File: config.mk
export PLATFORM = sky130hd
export DESIGN_NAME = pwmcs_core
export DESIGN_NICKNAME = d
export VERILOG_FILES = /design/src/inc/pwmcs_pkg.sv /design/src/core/pwmcs_core.sv
export SDC_FILE = /design/constraint.sdc
export NUM_CORES = 1
export LEC_CHECK = 0
export BUFFER_PORTS_ARGS = -buffer_cell sky130_fd_sc_hd__buf_2
export CAP_MARGIN = 30
export CORE_MARGIN = 2
export CORE_UTILIZATION = 50
export CTS_BUF_LIST = sky130_fd_sc_hd__clkbuf_8 sky130_fd_sc_hd__clkbuf_16
export DETAILED_ROUTE_END_ITERATION = 7
export PLACE_DENSITY = 0.75
export SYNTH_ARGS = -nofsm -noshare
export SYNTH_HDL_FRONTEND = slang
export SYNTH_SLANG_ARGS = --single-unit
File: constraint.sdc
create_clock -name aclk -period 3.35 [get_ports aclk]
set_input_delay 0.5025 -clock aclk [delete_from_list [all_inputs] [get_ports aclk]]
set_output_delay 0.5025 -clock aclk [all_outputs]
set_load 0.02 [all_outputs]
File: src/inc/pwmcs_pkg.sv
// constants for the two-channel pwm clock/counter/period core
// assumes one aclk domain and an axi4-lite register port
package pwmcs_pkg;
	// ----------------------------------------------------------------
	// register indices; byte address is four times the index
	// ----------------------------------------------------------------
	localparam logic [7:0] IDX_CTRL     = 8'h60;
	localparam logic [7:0] IDX_PRESCALE = 8'h61;
	localparam logic [7:0] IDX_SCALE_A  = 8'h62;
	localparam logic [7:0] IDX_SCALE_B  = 8'h63;
	localparam logic [7:0] IDX_CNT0     = 8'h64;
	localparam logic [7:0] IDX_CNT1     = 8'h65;
	localparam logic [7:0] IDX_PER0     = 8'h66;
	localparam logic [7:0] IDX_PER1     = 8'h67;
	// ----------------------------------------------------------------
	// field positions and reset values
	// ----------------------------------------------------------------
	localparam int         EN_LSB       = 0;
	localparam int         POL_LSB      = 2;
	localparam int         CLKSEL_LSB   = 4;
	localparam int         CAE_LSB      = 6;
	localparam int         PCKA_LSB     = 0;
	localparam int         PCKB_LSB     = 4;
	localparam logic [7:0] PRESCALE_MASK = 8'h77;
	localparam logic [7:0] REG_RESET    = 8'h00;
	localparam int         PRE_W        = 7;
	localparam logic [1:0] RESP_OKAY    = 2'b00;
	localparam logic [1:0] RESP_SLVERR  = 2'b10;
endpackage : pwmcs_pkg

File: src/core/pwmcs_core.sv
// pwm timing core: prescalers, scalers, channel counters, period latches
// assumes aclk is the die interface clock and software uses axi4-lite
//
// What this block does
// - clock B divides by two to code
// - clock A divides by two to code
// - SA is A over twice scale, 0=256
// - SB is B over twice scale, 0=256
// - scale write reloads scale down counter now
// - align bit set means center aligned
// - clock select applies at once, any time
// - each channel has 8-bit up/down counter
// - counter read never disturbs counting
// - left aligned counts 0 to period-1
// - center counts 0 up to period, down
// - counter write clears, up, loads period
// - counter cleared at end of period
// - disabled counter holds, resumes from value
// - enabled period writes wait for boundary
// - disabled period write updates latch too
// - period read returns buffer value
// - period is clock times period or twice
// - select bit picks prescaled or scaled clock
// - reserved bits read zero, ignore writes
// - scaler: 8-bit down count, pulse, halve
`timescale 1ns/1ps
module pwmcs_core #(
	parameter int AW = 12
) (
	// clock and reset
	input  wire logic          aclk,
	input  wire logic          aresetn,
	// axi4-lite write
	input  wire logic [AW-1:0] s_axi_awaddr,
	input  wire logic          s_axi_awvalid,
	output logic               s_axi_awready,
	input  wire logic [31:0]   s_axi_wdata,
	input  wire logic [3:0]    s_axi_wstrb,
	input  wire logic          s_axi_wvalid,
	output logic               s_axi_wready,
	output logic [1:0]         s_axi_bresp,
	output logic               s_axi_bvalid,
	input  wire logic          s_axi_bready,
	// axi4-lite read
	input  wire logic [AW-1:0] s_axi_araddr,
	input  wire logic          s_axi_arvalid,
	output logic               s_axi_arready,
	output logic [31:0]        s_axi_rdata,
	output logic [1:0]         s_axi_rresp,
	output logic               s_axi_rvalid,
	input  wire logic          s_axi_rready,
	// channel state toward the output logic
	output logic [7:0]         chan0_count,
	output logic [7:0]         chan1_count,
	output logic [7:0]         chan0_period_active,
	output logic [7:0]         chan1_period_active,
	output logic [1:0]         chan_count_down,
	output logic [1:0]         chan_enable,
	output logic [1:0]         chan_polarity,
	output logic [1:0]         chan_center,
	output logic [1:0]         chan_tick_q
);
	// ----------------------------------------------------------------
	// state
	// ----------------------------------------------------------------
	logic          aw_hold_q, aw_hold_d, w_hold_q, w_hold_d;
	logic [AW-1:0] aw_addr_q, aw_addr_d;
	logic [7:0]    w_data_q, w_data_d;
	logic          w_lane_q, w_lane_d;
	logic          bvalid_q, bvalid_d, rvalid_q, rvalid_d;
	logic [1:0]    bresp_q, bresp_d, rresp_q, rresp_d;
	logic [7:0]    rdata_q, rdata_d;
	logic [7:0]    ctl_q, ctl_d, prs_q, prs_d;
	logic [7:0]    scl_q [2];
	logic [7:0]    scl_d [2];
	logic [7:0]    sc_q [2];
	logic [7:0]    sc_d [2];
	logic [1:0]    half_q, half_d;
	logic [pwmcs_pkg::PRE_W-1:0] pre_q, pre_d;
	logic [7:0]    cnt_q [2];
	logic [7:0]    cnt_d [2];
	logic [7:0]    perbuf_q [2];
	logic [7:0]    perbuf_d [2];
	logic [7:0]    per_q [2];
	logic [7:0]    per_d [2];
	logic [1:0]    down_q, down_d, tick_q, tick_d;

	logic          wr_fire, wr_hit;
	logic [7:0]    wr_idx;
	logic [1:0]    scl_wr, cnt_wr, per_wr, ptick, stick, ctick, en;
	logic [7:0]    rd_idx;

	function automatic logic [7:0] reg_index(input logic [AW-1:0] addr);
		reg_index = (addr[AW-1:10] == '0) ? addr[9:2] : 8'hff;
	endfunction : reg_index

	function automatic logic is_mapped(input logic [7:0] idx);
		is_mapped = (idx >= pwmcs_pkg::IDX_CTRL) && (idx <= pwmcs_pkg::IDX_PER1);
	endfunction : is_mapped

	// one tick in 2^code cycles of the prescale count, which runs while either channel is on
	function automatic logic pre_tick(input logic [2:0] code,
			input logic [pwmcs_pkg::PRE_W-1:0] c);
		logic [pwmcs_pkg::PRE_W-1:0] mask;
		mask = (pwmcs_pkg::PRE_W)'((8'h01 << code) - 8'h01);
		pre_tick = ((c & mask) == mask);
	endfunction : pre_tick

	// ----------------------------------------------------------------
	// axi4-lite slave
	// ----------------------------------------------------------------
	// address and data are captured independently; the write commits one
	// cycle after both are held, so bvalid rises one edge after the later one
	assign s_axi_awready = !aw_hold_q && !bvalid_q;
	assign s_axi_wready  = !w_hold_q && !bvalid_q;
	assign s_axi_arready = !rvalid_q;
	assign s_axi_bvalid  = bvalid_q;
	assign s_axi_bresp   = bresp_q;
	assign s_axi_rvalid  = rvalid_q;
	assign s_axi_rresp   = rresp_q;
	assign s_axi_rdata   = {24'h00_0000, rdata_q};

	assign wr_fire = aw_hold_q && w_hold_q;
	assign wr_idx  = reg_index(aw_addr_q);
	assign wr_hit  = wr_fire && w_lane_q && is_mapped(wr_idx);
	assign scl_wr  = {wr_hit && wr_idx == pwmcs_pkg::IDX_SCALE_B,
		wr_hit && wr_idx == pwmcs_pkg::IDX_SCALE_A};
	assign cnt_wr  = {wr_hit && wr_idx == pwmcs_pkg::IDX_CNT1,
		wr_hit && wr_idx == pwmcs_pkg::IDX_CNT0};
	assign per_wr  = {wr_hit && wr_idx == pwmcs_pkg::IDX_PER1,
		wr_hit && wr_idx == pwmcs_pkg::IDX_PER0};
	assign rd_idx  = reg_index(s_axi_araddr);

	always_comb begin
		aw_hold_d = aw_hold_q;
		aw_addr_d = aw_addr_q;
		w_hold_d  = w_hold_q;
		w_data_d  = w_data_q;
		w_lane_d  = w_lane_q;
		bvalid_d  = bvalid_q;
		bresp_d   = bresp_q;
		rvalid_d  = rvalid_q;
		rresp_d   = rresp_q;
		rdata_d   = rdata_q;
		if (s_axi_awvalid && s_axi_awready) begin
			aw_hold_d = 1'b1;
			aw_addr_d = s_axi_awaddr;
		end
		if (s_axi_wvalid && s_axi_wready) begin
			w_hold_d = 1'b1;
			w_data_d = s_axi_wdata[7:0];
			w_lane_d = s_axi_wstrb[0];
		end
		if (wr_fire) begin
			aw_hold_d = 1'b0;
			w_hold_d  = 1'b0;
			bvalid_d  = 1'b1;
			bresp_d   = is_mapped(wr_idx) ? pwmcs_pkg::RESP_OKAY : pwmcs_pkg::RESP_SLVERR;
		end else if (bvalid_q && s_axi_bready) begin
			bvalid_d = 1'b0;
		end
		if (s_axi_arvalid && s_axi_arready) begin
			rvalid_d = 1'b1;
			rresp_d  = pwmcs_pkg::RESP_OKAY;
			// reads are side-effect free: counters keep running
			if (rd_idx == pwmcs_pkg::IDX_CTRL) begin
				rdata_d = ctl_q;
			end else if (rd_idx == pwmcs_pkg::IDX_PRESCALE) begin
				rdata_d = prs_q;
			end else if (rd_idx == pwmcs_pkg::IDX_SCALE_A) begin
				rdata_d = scl_q[0];
			end else if (rd_idx == pwmcs_pkg::IDX_SCALE_B) begin
				rdata_d = scl_q[1];
			end else if (rd_idx == pwmcs_pkg::IDX_CNT0) begin
				rdata_d = cnt_q[0];
			end else if (rd_idx == pwmcs_pkg::IDX_CNT1) begin
				rdata_d = cnt_q[1];
			end else if (rd_idx == pwmcs_pkg::IDX_PER0) begin
				rdata_d = perbuf_q[0];
			end else if (rd_idx == pwmcs_pkg::IDX_PER1) begin
				rdata_d = perbuf_q[1];
			end else begin
				rdata_d = 8'h00;
				rresp_d = pwmcs_pkg::RESP_SLVERR;
			end
		end else if (rvalid_q && s_axi_rready) begin
			rvalid_d = 1'b0;
		end
	end

	always_ff @(posedge aclk) begin
		if (!aresetn) begin
			aw_hold_q <= 1'b0;
			aw_addr_q <= '0;
			w_hold_q  <= 1'b0;
			w_data_q  <= 8'h00;
			w_lane_q  <= 1'b0;
			bvalid_q  <= 1'b0;
			bresp_q   <= pwmcs_pkg::RESP_OKAY;
			rvalid_q  <= 1'b0;
			rresp_q   <= pwmcs_pkg::RESP_OKAY;
			rdata_q   <= 8'h00;
		end else begin
			aw_hold_q <= aw_hold_d;
			aw_addr_q <= aw_addr_d;
			w_hold_q  <= w_hold_d;
			w_data_q  <= w_data_d;
			w_lane_q  <= w_lane_d;
			bvalid_q  <= bvalid_d;
			bresp_q   <= bresp_d;
			rvalid_q  <= rvalid_d;
			rresp_q   <= rresp_d;
			rdata_q   <= rdata_d;
		end
	end

	// ----------------------------------------------------------------
	// control, prescaler and scalers
	// ----------------------------------------------------------------
	assign en = ctl_q[pwmcs_pkg::EN_LSB +: 2];
	// prescale count stops while both channels are off, to save power
	assign ptick[0] = (|en) && pre_tick(prs_q[pwmcs_pkg::PCKA_LSB +: 3], pre_q);
	assign ptick[1] = (|en) && pre_tick(prs_q[pwmcs_pkg::PCKB_LSB +: 3], pre_q);

	always_comb begin
		ctl_d  = ctl_q;
		prs_d  = prs_q;
		pre_d  = pre_q;
		half_d = half_q;
		stick  = 2'b00;
		if (wr_hit && wr_idx == pwmcs_pkg::IDX_CTRL) begin
			ctl_d = w_data_q;
		end
		if (wr_hit && wr_idx == pwmcs_pkg::IDX_PRESCALE) begin
			prs_d = w_data_q & pwmcs_pkg::PRESCALE_MASK;
		end
		if (|en) begin
			pre_d = pre_q + 1'b1;
		end
		for (int j = 0; j < 2; j++) begin
			scl_d[j] = scl_wr[j] ? w_data_q : scl_q[j];
			sc_d[j]  = sc_q[j];
			if (scl_wr[j]) begin
				sc_d[j] = w_data_q;
			end else if (ptick[j]) begin
				// a loaded zero wraps through 255, giving 256 ticks
				if (sc_q[j] == 8'h01) begin
					sc_d[j]   = scl_q[j];
					half_d[j] = !half_q[j];
					stick[j]  = half_q[j];
				end else begin
					sc_d[j] = sc_q[j] - 8'h01;
				end
			end
		end
	end

	always_ff @(posedge aclk) begin
		if (!aresetn) begin
			ctl_q  <= pwmcs_pkg::REG_RESET;
			prs_q  <= pwmcs_pkg::REG_RESET;
			pre_q  <= '0;
			half_q <= 2'b00;
			for (int j = 0; j < 2; j++) begin
				scl_q[j] <= pwmcs_pkg::REG_RESET;
				sc_q[j]  <= pwmcs_pkg::REG_RESET;
			end
		end else begin
			ctl_q  <= ctl_d;
			prs_q  <= prs_d;
			pre_q  <= pre_d;
			half_q <= half_d;
			for (int j = 0; j < 2; j++) begin
				scl_q[j] <= scl_d[j];
				sc_q[j]  <= sc_d[j];
			end
		end
	end

	// ----------------------------------------------------------------
	// channel counters and period latches
	// ----------------------------------------------------------------
	// channel 0 takes A or SA, channel 1 takes B or SB
	assign ctick = en & ((ctl_q[pwmcs_pkg::CLKSEL_LSB +: 2] & stick)
		| (~ctl_q[pwmcs_pkg::CLKSEL_LSB +: 2] & ptick));

	// align bits are assumed stable while enabled
	always_comb begin
		down_d = down_q;
		tick_d = ctick;
		for (int i = 0; i < 2; i++) begin
			perbuf_d[i] = per_wr[i] ? w_data_q : perbuf_q[i];
			per_d[i]    = per_q[i];
			cnt_d[i]    = cnt_q[i];
			if (cnt_wr[i]) begin
				cnt_d[i]  = 8'h00;
				down_d[i] = 1'b0;
				per_d[i]  = perbuf_d[i];
			end else if (!en[i]) begin
				per_d[i] = perbuf_d[i];
			end else if (ctick[i]) begin
				if (!ctl_q[pwmcs_pkg::CAE_LSB + i]) begin
					if (per_q[i] == 8'h00 || cnt_q[i] >= per_q[i] - 8'h01) begin
						cnt_d[i] = 8'h00;
						per_d[i] = perbuf_d[i];
					end else begin
						cnt_d[i] = cnt_q[i] + 8'h01;
					end
				end else if (!down_q[i]) begin
					if (cnt_q[i] >= per_q[i]) begin
						down_d[i] = (per_q[i] != 8'h00);
						cnt_d[i]  = (per_q[i] == 8'h00) ? 8'h00 : cnt_q[i] - 8'h01;
					end else begin
						cnt_d[i] = cnt_q[i] + 8'h01;
					end
				end else if (cnt_q[i] <= 8'h01) begin
					cnt_d[i]  = 8'h00;
					down_d[i] = 1'b0;
					per_d[i]  = perbuf_d[i];
				end else begin
					cnt_d[i] = cnt_q[i] - 8'h01;
				end
			end
		end
	end

	always_ff @(posedge aclk) begin
		if (!aresetn) begin
			down_q <= 2'b00;
			tick_q <= 2'b00;
			for (int i = 0; i < 2; i++) begin
				cnt_q[i]    <= pwmcs_pkg::REG_RESET;
				perbuf_q[i] <= pwmcs_pkg::REG_RESET;
				per_q[i]    <= pwmcs_pkg::REG_RESET;
			end
		end else begin
			down_q <= down_d;
			tick_q <= tick_d;
			for (int i = 0; i < 2; i++) begin
				cnt_q[i]    <= cnt_d[i];
				perbuf_q[i] <= perbuf_d[i];
				per_q[i]    <= per_d[i];
			end
		end
	end

	assign chan0_count         = cnt_q[0];
	assign chan1_count         = cnt_q[1];
	assign chan0_period_active = per_q[0];
	assign chan1_period_active = per_q[1];
	assign chan_count_down     = down_q;
	assign chan_enable         = en;
	assign chan_polarity       = ctl_q[pwmcs_pkg::POL_LSB +: 2];
	assign chan_center         = ctl_q[pwmcs_pkg::CAE_LSB +: 2];
	assign chan_tick_q         = tick_q;
endmodule : pwmcs_core

==> results of run 1 <==
-- final cells by class --
type                            count  area [um2]  area share [%]
Timing Repair Buffer              113         631            6.49
Inverter                           43         163            1.67
Tap cell                          220         275            2.83
Clock inverter                     12         170            1.75
Sequential cell                   140        2800            28.8
Clock buffer                       19         453            4.66
Multi-Input combinational cell    843        5230            53.8
-- registers in the layout (all words and copies together), names as in the netlist, 6 cells and up --
| register | cells |
|---|---|
| rdata_q | 8 |
| aw_addr_q | 10 |
| perbuf_q | 16 |
| per_q | 16 |
| cnt_q | 16 |
| scl_q | 16 |
| w_data_q | 8 |
| sc_q | 16 |
| pre_q | 7 |
| ctl_q | 8 |
| prs_q | 6 |
-- through the flow --
| stage | util [%] | hold WS (ps) | instances | total power, mW | instance area [um2] |
|---|---|---|---|---|---|
| floorplan | - | 432 | 1117 | 1.90 | 8670 |
| global placement | 54.5 | 442 | 1359 | 1.95 | 9100 |
| detailed placement | 54.5 | 447 | 1359 | 1.95 | 9100 |
| CTS | 58.2 | 258 | 1390 | 3.93 | 9720 |
| global route | 58.2 | 258 | 1390 | 4.03 | 9720 |
| finish | 58.2 | 262 | 1390 | 3.93 | 9720 |
-- layer usage --
metal / part of all wire, % / track usage, % / up-vias
met5: 0 / 0 / -
met4: 2.5 / 8.28 / 0
met3: 7.6 / 4.50 / 43
met2: 48 / 44.7 / 324
met1: 42 / 34.8 / 3717
li1: - / - / 3980
-- power by group through the flow --
stage               clock network, mW  registers, mW  logic, mW
floorplan                           0           1.74      0.161
global placement                    0           1.76      0.192
detailed placement                  0           1.76      0.196
CTS                              2.01           1.72      0.197
global route                     2.09           1.72      0.218
finish                           2.01           1.72      0.198
-- final timing paths --
path                                  from                         to  slack, ps  cells past startpoint
setup reg to reg  per_q[0][2]$_SDFFE_PN0P_   per_q[0][0]$_SDFFE_PN0P_        390                     11
hold / removal                s_axi_rready  s_axi_rvalid$_SDFFE_PN0P_        260                      2
hold reg to reg    rdata_q[5]$_SDFFE_PN0P_    rdata_q[5]$_SDFFE_PN0P_        450                      2
setup / recovery  per_q[0][2]$_SDFFE_PN0P_   per_q[0][0]$_SDFFE_PN0P_        390                     11
-- cells by family (layout without fill, tap and decap cells) --
group | after synthesis | count (layout) | share of synthesized area [%]
simple gates | 422 | 422 | 23.4
compound gates | 279 | 279 | 21.4
flops | 140 | 140 | 32.7
buf+inv | 134 | 187 | 7.54
fa+ha+maj | 45 | 45 | 6.56
mux | 40 | 40 | 5.25
xor+xnor | 31 | 31 | 3.16
other cells | 1 | 26 | 0.0437
-- synthesized netlist by cell type, types with 3 or more instances --
cell type	number	area, um2
a32o_1	3	30.0
and2_1	8	50.1
or3_1	5	31.3
dfxtp_1	140	2800
mux2_4	8	120
nor2_1	102	383
or4_1	3	22.5
buf_4	34	255
nor4b_1	3	26.3
nor3_1	25	125
mux2_2	8	90.1
nand2_1	167	627
nor4_1	13	81.3
and4_1	4	35.0
a22oi_1	7	52.6
and3_1	8	50.1
a221oi_1	3	26.3
a211oi_1	19	143
inv_1	43	161
nand4_1	13	81.3
a21o_1	5	37.5
clkbuf_1	43	161
nor2b_1	4	25.0
ha_1	45	563
buf_2	7	35.0
mux2i_1	24	240
o21ai_0	42	210
nand2b_1	14	87.6
o21a_1	5	37.5
o211ai_1	12	90.1
o31ai_1	14	105
a221o_1	9	90.1
xor2_1	10	87.6
a211o_1	4	35.0
o22ai_1	11	68.8
nand3_1	31	155
o221ai_1	4	35.0
xnor2_1	21	184
a32oi_1	3	26.3
a31oi_1	8	50.1
a21oi_1	107	536
buf_1	6	22.5
o2111ai_1	3	26.3
nand3b_1	3	22.5
-- layout by cell type, fill, tap and decap left out, types with 17 or more instances in the layout --
| cell | netlist | final |
|---|---|---|
| xnor2_1 | 21 | 21 |
| nand2_1 | 167 | 167 |
| mux2i_1 | 24 | 24 |
| buf_2 | 7 | 92 |
| conb_1 | 1 | 26 |
| inv_1 | 43 | 44 |
| a211oi_1 | 19 | 19 |
| nand3_1 | 31 | 31 |
| o21ai_0 | 42 | 42 |
| nor3_1 | 25 | 25 |
| dfxtp_1 | 140 | 140 |
| ha_1 | 45 | 45 |
| clkbuf_16 | 0 | 17 |
| a21oi_1 | 107 | 107 |
| buf_4 | 34 | 20 |
| nor2_1 | 102 | 102 |
-- worst max-delay path, stage by stage, from the launching register on --
cell and delay [ps]:
dfxtp_1 370, nor4_1 550, nand2_1 130, xnor2_1 150, ha_1 210, a211o_1 270
o211ai_1 80, and3_1 250, nand2_1 130, nand3_2 140, o311ai_4 220, mux2_4 360
==> reports/results.ini, run 1 <==
[status]
status = completed

[cts]
clkLatencyLatePin_ps = 420
clockBufferDepth = 2
cts_resized = 0
post_cts_buffers = 0
cts_sinks = 140
cts.clk_slew.worst_paths_ps = 60
postCtsHoldBufs = 0
cts_max_level = 4
cts_tree = built
clockRootBuffer = clkbuf_16
numCtsBuffers = 17

[sta]
tightest_slew_ps = 854
finalSetupViolations = 0
setup_tns_ps = 0
layout_min_cycle_time_ps = 2960
drv_slew = 0
skew_ps = 10.3
fmax_mhz = 337
period_share_pct = 88.5
maxSlewHeadroom_pct = 42.6
finalHoldViolCount = 0
rsz0062_at_grt = no
setup_slack_ps = 386

[die]
num_rows = 47
die_x_um = 135
start_util_pct = 51.4
io_pins = 150
coreArea_um2 = 16700
die_y_um = 135
dieArea_um2 = 18200

[power]
p_clk_share_pct = 51.1
combPwrFrac_pct = 5.0
pwr-share-seq_pct = 43.8
p_sw_share_pct = 23.1
p_sw_mw = 0.908
internal_power_mw = 3.02
p_leak_nw = 4.15
p_per_area_nw_per_um2 = 404
peakVddDrop_v = 0.000399

[yosys]
syn_inst = 1092
synth_edf_count = 0
ys_seq_area_share_pct = 32.7
synth_cell_types = 78
ys_seq_elements = 140
synth-warning-count = 0
async_flop_share_pct = 0
synthFlopType = dfxtp_1
avgSynthCellArea_um2 = 7.86
synth_area_um2 = 8580

[global_routing]
grt-ovfl-total = 0
grt_pass1_vias = 7508
grt_pass1_wl_um = 38600
grt_max_degree = 83
antenna_found_initial = 0
track_usage_pct = 26.5

[placement]
gp_congestion = 0.941
place_ws_ps = 510
dp_hpwl_um = 17400
port_buffers = 92

[critical_path]
start_kind = flip-flop
cp_data_required_time_ps = 3650
crit_type = reg2reg
cp_max_fo = 8
cp-end-kind = flip-flop
critPathArrivalTime_ps = 3270

[routing]
drc = 0
first_pass_iters = 5
drt_iter0_drc = 784
vias = 8064
via_per_inst = 5.80
wirelength_um = 24200
drt.antenna.violating_nets = 0
wire_per_inst_um = 17.4

[cells_and_area]
nFillCells = 1530
area_growth_pct = 13.3
drive_above_1_share_pct = 15.3
diodes = 0
nets = 1270

[hold_path]
hp-class = in2reg

[run]
maxCapViolCount = 0

(Power assumes the default switching activity.)
==> run 2, diff against run 1 <==
--- a/config.mk
+++ b/config.mk
@@ -11,7 +11,8 @@
 export CORE_UTILIZATION = 50
 export CTS_BUF_LIST = sky130_fd_sc_hd__clkbuf_8 sky130_fd_sc_hd__clkbuf_16
 export DETAILED_ROUTE_END_ITERATION = 7
-export PLACE_DENSITY = 0.75
+export GPL_TIMING_DRIVEN = 0
+export PLACE_DENSITY = 0.73
 export SYNTH_ARGS = -nofsm -noshare
 export SYNTH_HDL_FRONTEND = slang
 export SYNTH_SLANG_ARGS = --single-unit
==> reports/results.ini, run 2 (synthesized netlist as in run 1, its figures left out) <==
[sta]
layout_min_cycle_time_ps = 3110  ; was 2960 ps
period_share_pct = 92.9  ; was 88.5%
finalSetupViolations = 0  ; unchanged
drv_slew = 0  ; unchanged
hold-worst-slack_ps = 252  ; was 262 ps
rsz0062_at_grt = no  ; unchanged
tightest_slew_ps = 969  ; was 854 ps
maxSlewHeadroom_pct = 34.8  ; was 42.6%
setup_tns_ps = 0  ; unchanged
finalHoldViolCount = 0  ; unchanged
fmax_mhz = 321  ; was 337 MHz
skew_ps = 10.6  ; was 10.3 ps

[placement]
gp_congestion = 0.951  ; was 0.941
placed_cells = 1430  ; was 1359
port_buffers = 91  ; was 92
dp_hpwl_um = 19300  ; was 17400 um
placed_area_um2 = 9420  ; was 9100 um2

[power]
p_per_area_nw_per_um2 = 403  ; was 404 nW/um2
peakVddDrop_v = 0.000376  ; was 0.000399 V
p_leak_nw = 4.35  ; was 4.15 nW

[critical_path]
critPathArrivalTime_ps = 3430  ; was 3270 ps
start_kind = flip-flop  ; unchanged
r2r-start = cnt_q[0][0]$_SDFFE_PP0P_  ; was per_q[0][2]$_SDFFE_PN0P_
cp_max_fo = 11  ; was 8
crit_type = reg2reg  ; unchanged
cp_data_required_time_ps = 3670  ; was 3650 ps
reg2regPathDepth = 9  ; was 11
rrSetupSlack_ps = 240  ; was 390 ps
cp-end-kind = flip-flop  ; unchanged
reg2reg_to = per_q[0][0]$_SDFFE_PN0P_  ; unchanged
cp-endpoint = per_q[0][0]$_SDFFE_PN0P_  ; unchanged
critical_path.startpoint = cnt_q[0][0]$_SDFFE_PP0P_  ; was per_q[0][2]$_SDFFE_PN0P_

[die]
coreArea_um2 = 16700  ; unchanged
num_rows = 47  ; unchanged
die_x_um = 135  ; unchanged
die_y_um = 135  ; unchanged
io_pins = 150  ; unchanged
start_util_pct = 51.4  ; unchanged
dieArea_um2 = 18200  ; unchanged

[routing]
drt.antenna.violating_nets = 0  ; unchanged
drt_iter0_drc = 561  ; was 784
wirelength_um = 26000  ; was 24200 um
first_pass_iters = 7  ; was 5
drc = 0  ; unchanged
via_per_inst = 5.85  ; was 5.80
vias = 8550  ; was 8064
wire_per_inst_um = 17.8  ; was 17.4 um

[cts]
cts_max_level = 4  ; unchanged
cts_sinks = 140  ; unchanged
cts_tree = built  ; unchanged
numCtsBuffers = 17  ; unchanged
post_cts_buffers = 0  ; unchanged
clkLatencyLatePin_ps = 430  ; was 420 ps
clockBufferDepth = 2  ; unchanged
cts.clk_slew.worst_paths_ps = 60  ; about the same
clockRootBuffer = clkbuf_16  ; unchanged

[cells_and_area]
final-instance-count-excl-fill = 1462  ; was 1390
design_area_um2 = 10100  ; was 9720 um2
drive_above_1_share_pct = 16.2  ; was 15.3%
nFillCells = 1545  ; was 1530
area_growth_pct = 17.6  ; was 13.3%
final_common_cell = nand2_1  ; unchanged
final_cell_mix = nand2_1 (167), dfxtp_1 (140), a21oi_1 (107)  ; unchanged
diodes = 0  ; unchanged
nets = 1341  ; was 1270

[global_routing]
grt_max_degree = 17  ; was 83
antenna_found_initial = 0  ; unchanged
grt_pass1_wl_um = 40400  ; was 38600 um
grt_pass1_vias = 7784  ; was 7508
track_usage_pct = 28.4  ; was 26.5%
grt-ovfl-total = 0  ; unchanged

[run]
maxCapViolCount = 0  ; unchanged

[status]
status = completed  ; unchanged

[hold_path]
hp-class = in2reg  ; unchanged

[run 2: cell count changes in the layout (fill, tap and decap cells not counted), sizes merged]
| cell | delta |
|---|---|
| buf | +27 |
| bufinv | +1 |
| clkdlybuf4s18 | +1 |
| clkinvlp | -1 |
| clkbuf | +44 |
[run 2: power by group]
group / switching (mW) / internal [mW]
logic: 0.166 / 0.0792
clock network: 0.725 / 1.37
registers: 0.0293 / 1.69
total: 0.921 / 3.14
[run 2: worst min path at each step]
| stage | from | end | slack [ps] | depth (start not counted) |
|---|---|---|---|---|
| 2_1_floorplan | aw_addr_q[8]$_SDFFE_PN0P_ | aw_addr_q[8]$_SDFFE_PN0P_ | 430 | 2 |
| 3_3_place_gp | aw_addr_q[8]$_SDFFE_PN0P_ | aw_addr_q[8]$_SDFFE_PN0P_ | 440 | 2 |
| 3_5_place_dp | rdata_q[6]$_SDFFE_PN0P_ | rdata_q[6]$_SDFFE_PN0P_ | 440 | 2 |
| 4_1_cts | s_axi_rready | s_axi_rvalid$_SDFFE_PN0P_ | 250 | 2 |
| 5_1_grt | s_axi_rready | s_axi_rvalid$_SDFFE_PN0P_ | 250 | 2 |
| 6_report | s_axi_rready | s_axi_rvalid$_SDFFE_PN0P_ | 250 | 2 |
[run 2: what timing repair did]
action	CTS	global route
hold buffers	0	0
gates resized for setup	0	1
endpoints found under the setup margin	0	1
[run 2: stage by stage]
step	utilization (%)	setup WS [ps]	power, mW
2_1_floorplan	-	680	1.90
3_3_place_gp	56.3	295	1.99
3_5_place_dp	56.4	301	1.99
4_1_cts	60.4	286	4.07
5_1_grt	60.4	77.2	4.17
6_report	60.4	239	4.06
[run 2: layer usage]
layer / up-vias / GRT usage (%) / part of all wire [%]
li1: 4133 / - / -
met5: - / 0 / 0
met3: 76 / 5.82 / 8.0
met1: 3979 / 35.5 / 41
met2: 362 / 47.2 / 47
met4: 0 / 12.7 / 3.8
[run 2: critical path, stage by stage, from the launching register on]
cell and delay (ps):
dfxtp_1 600, inv_1 300, ha_1 380, nor2_1 90, a21oi_1 70, o31ai_1 450
nand2_1 310, nand3_2 190, o311ai_4 230, mux2_4 360
[run 2: final cells by class]
class | instances | area, um2 | share of cell area, %
Buffer | 91 | 485 | 4.81
Clock buffer | 20 | 467 | 4.63
Clock inverter | 12 | 193 | 1.91
Inverter | 43 | 161 | 1.60
Multi-Input combinational cell | 843 | 5230 | 51.9
Sequential cell | 140 | 2800 | 27.8
Tap cell | 220 | 275 | 2.73
Timing Repair Buffer | 93 | 470 | 4.66
==> run 3, diff against run 2 <==
--- a/config.mk
+++ b/config.mk
@@ -10,8 +10,8 @@
 export CORE_MARGIN = 2
 export CORE_UTILIZATION = 50
 export CTS_BUF_LIST = sky130_fd_sc_hd__clkbuf_8 sky130_fd_sc_hd__clkbuf_16
+export CTS_CLUSTER_SIZE = 24
 export DETAILED_ROUTE_END_ITERATION = 7
-export GPL_TIMING_DRIVEN = 0
 export PLACE_DENSITY = 0.73
 export SYNTH_ARGS = -nofsm -noshare
 export SYNTH_HDL_FRONTEND = slang
==> constraint.sdc (replaced) <==
create_clock -name aclk -period 3.7 [get_ports aclk]
set_input_delay 0.555 -clock aclk [delete_from_list [all_inputs] [get_ports aclk]]
set_output_delay 0.555 -clock aclk [all_outputs]
set_load 0.02 [all_outputs]
==> reports/results.ini, run 3 (synthesized netlist as in run 1, its figures left out) <==
[status]
status = completed  ; unchanged

[critical_path]
r2r-start = per_q[0][10]$_SDFFE_PN0P_  ; was cnt_q[0][0]$_SDFFE_PP0P_
cp-end-kind = flip-flop  ; unchanged
cp_data_required_time_ps = 4020  ; was 3670 ps
reg2reg_to = per_q[0][8]$_SDFFE_PN0P_  ; was per_q[0][0]$_SDFFE_PN0P_
reg2regPathDepth = 11  ; was 9
cp_max_fo = 16  ; was 11
critPathArrivalTime_ps = 3430  ; about the same
crit_type = reg2reg  ; unchanged
start_kind = flip-flop  ; unchanged
rrSetupSlack_ps = 590  ; was 240 ps

[sta]
skew_ps = 9.89  ; was 10.6 ps
layout_min_cycle_time_ps = 3110  ; about the same
rsz0062_at_grt = no  ; unchanged
fmax_mhz = 321  ; about the same
finalSetupViolations = 0  ; unchanged
tightest_slew_ps = 856  ; was 969 ps
period_share_pct = 84.1  ; was 92.9%
drv_slew = 0  ; unchanged
maxSlewHeadroom_pct = 42.5  ; was 34.8%
setup_tns_ps = 0  ; unchanged
finalHoldViolCount = 0  ; unchanged

[cells_and_area]
seq_area_um2 = 2800  ; unchanged
drive_above_1_share_pct = 14.8  ; was 16.2%
diodes = 0  ; unchanged
final_cell_mix = nand2_1 (167), dfxtp_1 (140), a21oi_1 (107)  ; unchanged
nFillCells = 1526  ; was 1545
final_common_cell = nand2_1  ; unchanged
nets = 1263  ; was 1341
multiInputGateArea_um2 = 5230  ; about the same
area_growth_pct = 12.8  ; was 17.6%
fin_util_pct = 58.0  ; was 60.4%

[routing]
drt.antenna.violating_nets = 0  ; unchanged
via_per_inst = 5.83  ; was 5.85
wirelength_um = 23800  ; was 26000 um
wire_per_inst_um = 17.2  ; was 17.8 um
drt_iter0_drc = 605  ; was 561
drc = 0  ; unchanged
vias = 8070  ; was 8550
first_pass_iters = 5  ; was 7

[cts]
cts_sinks = 140  ; unchanged
clkLatencyLatePin_ps = 420  ; was 430 ps
cts_tree = built  ; unchanged
cts_max_level = 4  ; unchanged
cts_resized = 0  ; unchanged
postCtsHoldBufs = 0  ; unchanged
clockBufferDepth = 2  ; unchanged
post_cts_buffers = 0  ; unchanged
numCtsBuffers = 17  ; unchanged
clockRootBuffer = clkbuf_16  ; unchanged
cts.clk_slew.worst_paths_ps = 60  ; about the same

[die]
num_rows = 47  ; unchanged
die_x_um = 135  ; unchanged
die_y_um = 135  ; unchanged
dieArea_um2 = 18200  ; unchanged
start_util_pct = 51.4  ; unchanged
coreArea_um2 = 16700  ; unchanged
io_pins = 150  ; unchanged

[power]
p_per_area_nw_per_um2 = 374  ; was 403 nW/um2
peakVddDrop_v = 0.000413  ; was 0.000376 V
p_leak_nw = 4.12  ; was 4.35 nW

[placement]
port_buffers = 92  ; was 91
dp_hpwl_um = 17200  ; was 19300 um
gp_congestion = 0.965  ; was 0.951

[hold_path]
hp-class = in2reg  ; unchanged
min-delay-start = s_axi_rready  ; unchanged
hold_depth = 2  ; unchanged
worstHoldEndpoint = s_axi_rvalid$_SDFFE_PN0P_  ; unchanged

[global_routing]
grt_pass1_wl_um = 38200  ; was 40400 um
grt-ovfl-total = 0  ; unchanged
antenna_found_initial = 0  ; unchanged
grt_pass1_vias = 7480  ; was 7784
track_usage_pct = 26.4  ; was 28.4%
grt_max_degree = 50  ; was 17

[run]
maxCapViolCount = 0  ; unchanged

## run 3: worst max-delay path, cell delays in order (launching register included)
cell	delay [ps]
dfxtp_1	370
nor4_1	440
nand2_1	120
xnor2_1	140
ha_1	310
a21oi_1	130
o21ai_0	90
nor4_1	170
o21ai_1	240
a31oi_2	710
nand3_1	160
o31ai_1	110
## run 3: cell type report
cell class	count	area share (%)
tap	220	2.84
multi-input combinational	843	54.0
clock buffer	19	4.68
clock inverter	13	2.05
inverter	43	1.68
timing repair buffer	106	5.84
sequential	140	28.9
## run 3: metal layers
metal	share of wire, %	GRT usage, %
met1	42	34.4
met2	48	43.3
met3	7.8	5.63
met4	2.6	9.14
met5	0	0
## run 3: report_power, final
part           internal [mW]  total (mW)  switching, mW
Combinational         0.0481       0.172          0.124
Clock                   1.23        1.89          0.660
Sequential              1.53        1.56         0.0374
## run 3: worst max-delay path by stage
stage                                         start  cells after the start                   endpoint  slack, ps
after floorplan            per_q[0][2]$_SDFFE_PN0P_                     11   per_q[0][0]$_SDFFE_PN0P_       1030
final                     per_q[0][10]$_SDFFE_PN0P_                     11   per_q[0][8]$_SDFFE_PN0P_        590
after global routing      per_q[0][10]$_SDFFE_PN0P_                     11  per_q[0][13]$_SDFFE_PN0P_        310
after detailed placement  per_q[0][10]$_SDFFE_PN0P_                     11  per_q[0][10]$_SDFFE_PN0P_        670
after CTS                 per_q[0][10]$_SDFFE_PN0P_                     11   per_q[0][8]$_SDFFE_PN0P_        640
after global placement    per_q[0][10]$_SDFFE_PN0P_                     11  per_q[0][10]$_SDFFE_PN0P_        770
## run 3: metrics by stage
| stage | hold WS [ps] | instances | area [um2] | setup slack (ps) | total power [mW] |
|---|---|---|---|---|---|
| 2_1_floorplan | 432 | 1117 | 8670 | 1030 | 1.72 |
| 3_3_place_gp | 443 | 1352 | 9030 | 768 | 1.76 |
| 3_5_place_dp | 449 | 1352 | 9030 | 668 | 1.76 |
| 4_1_cts | 308 | 1384 | 9680 | 644 | 3.63 |
| 5_1_grt | 300 | 1384 | 9680 | 314 | 3.73 |
| 6_report | 315 | 1384 | 9680 | 588 | 3.62 |
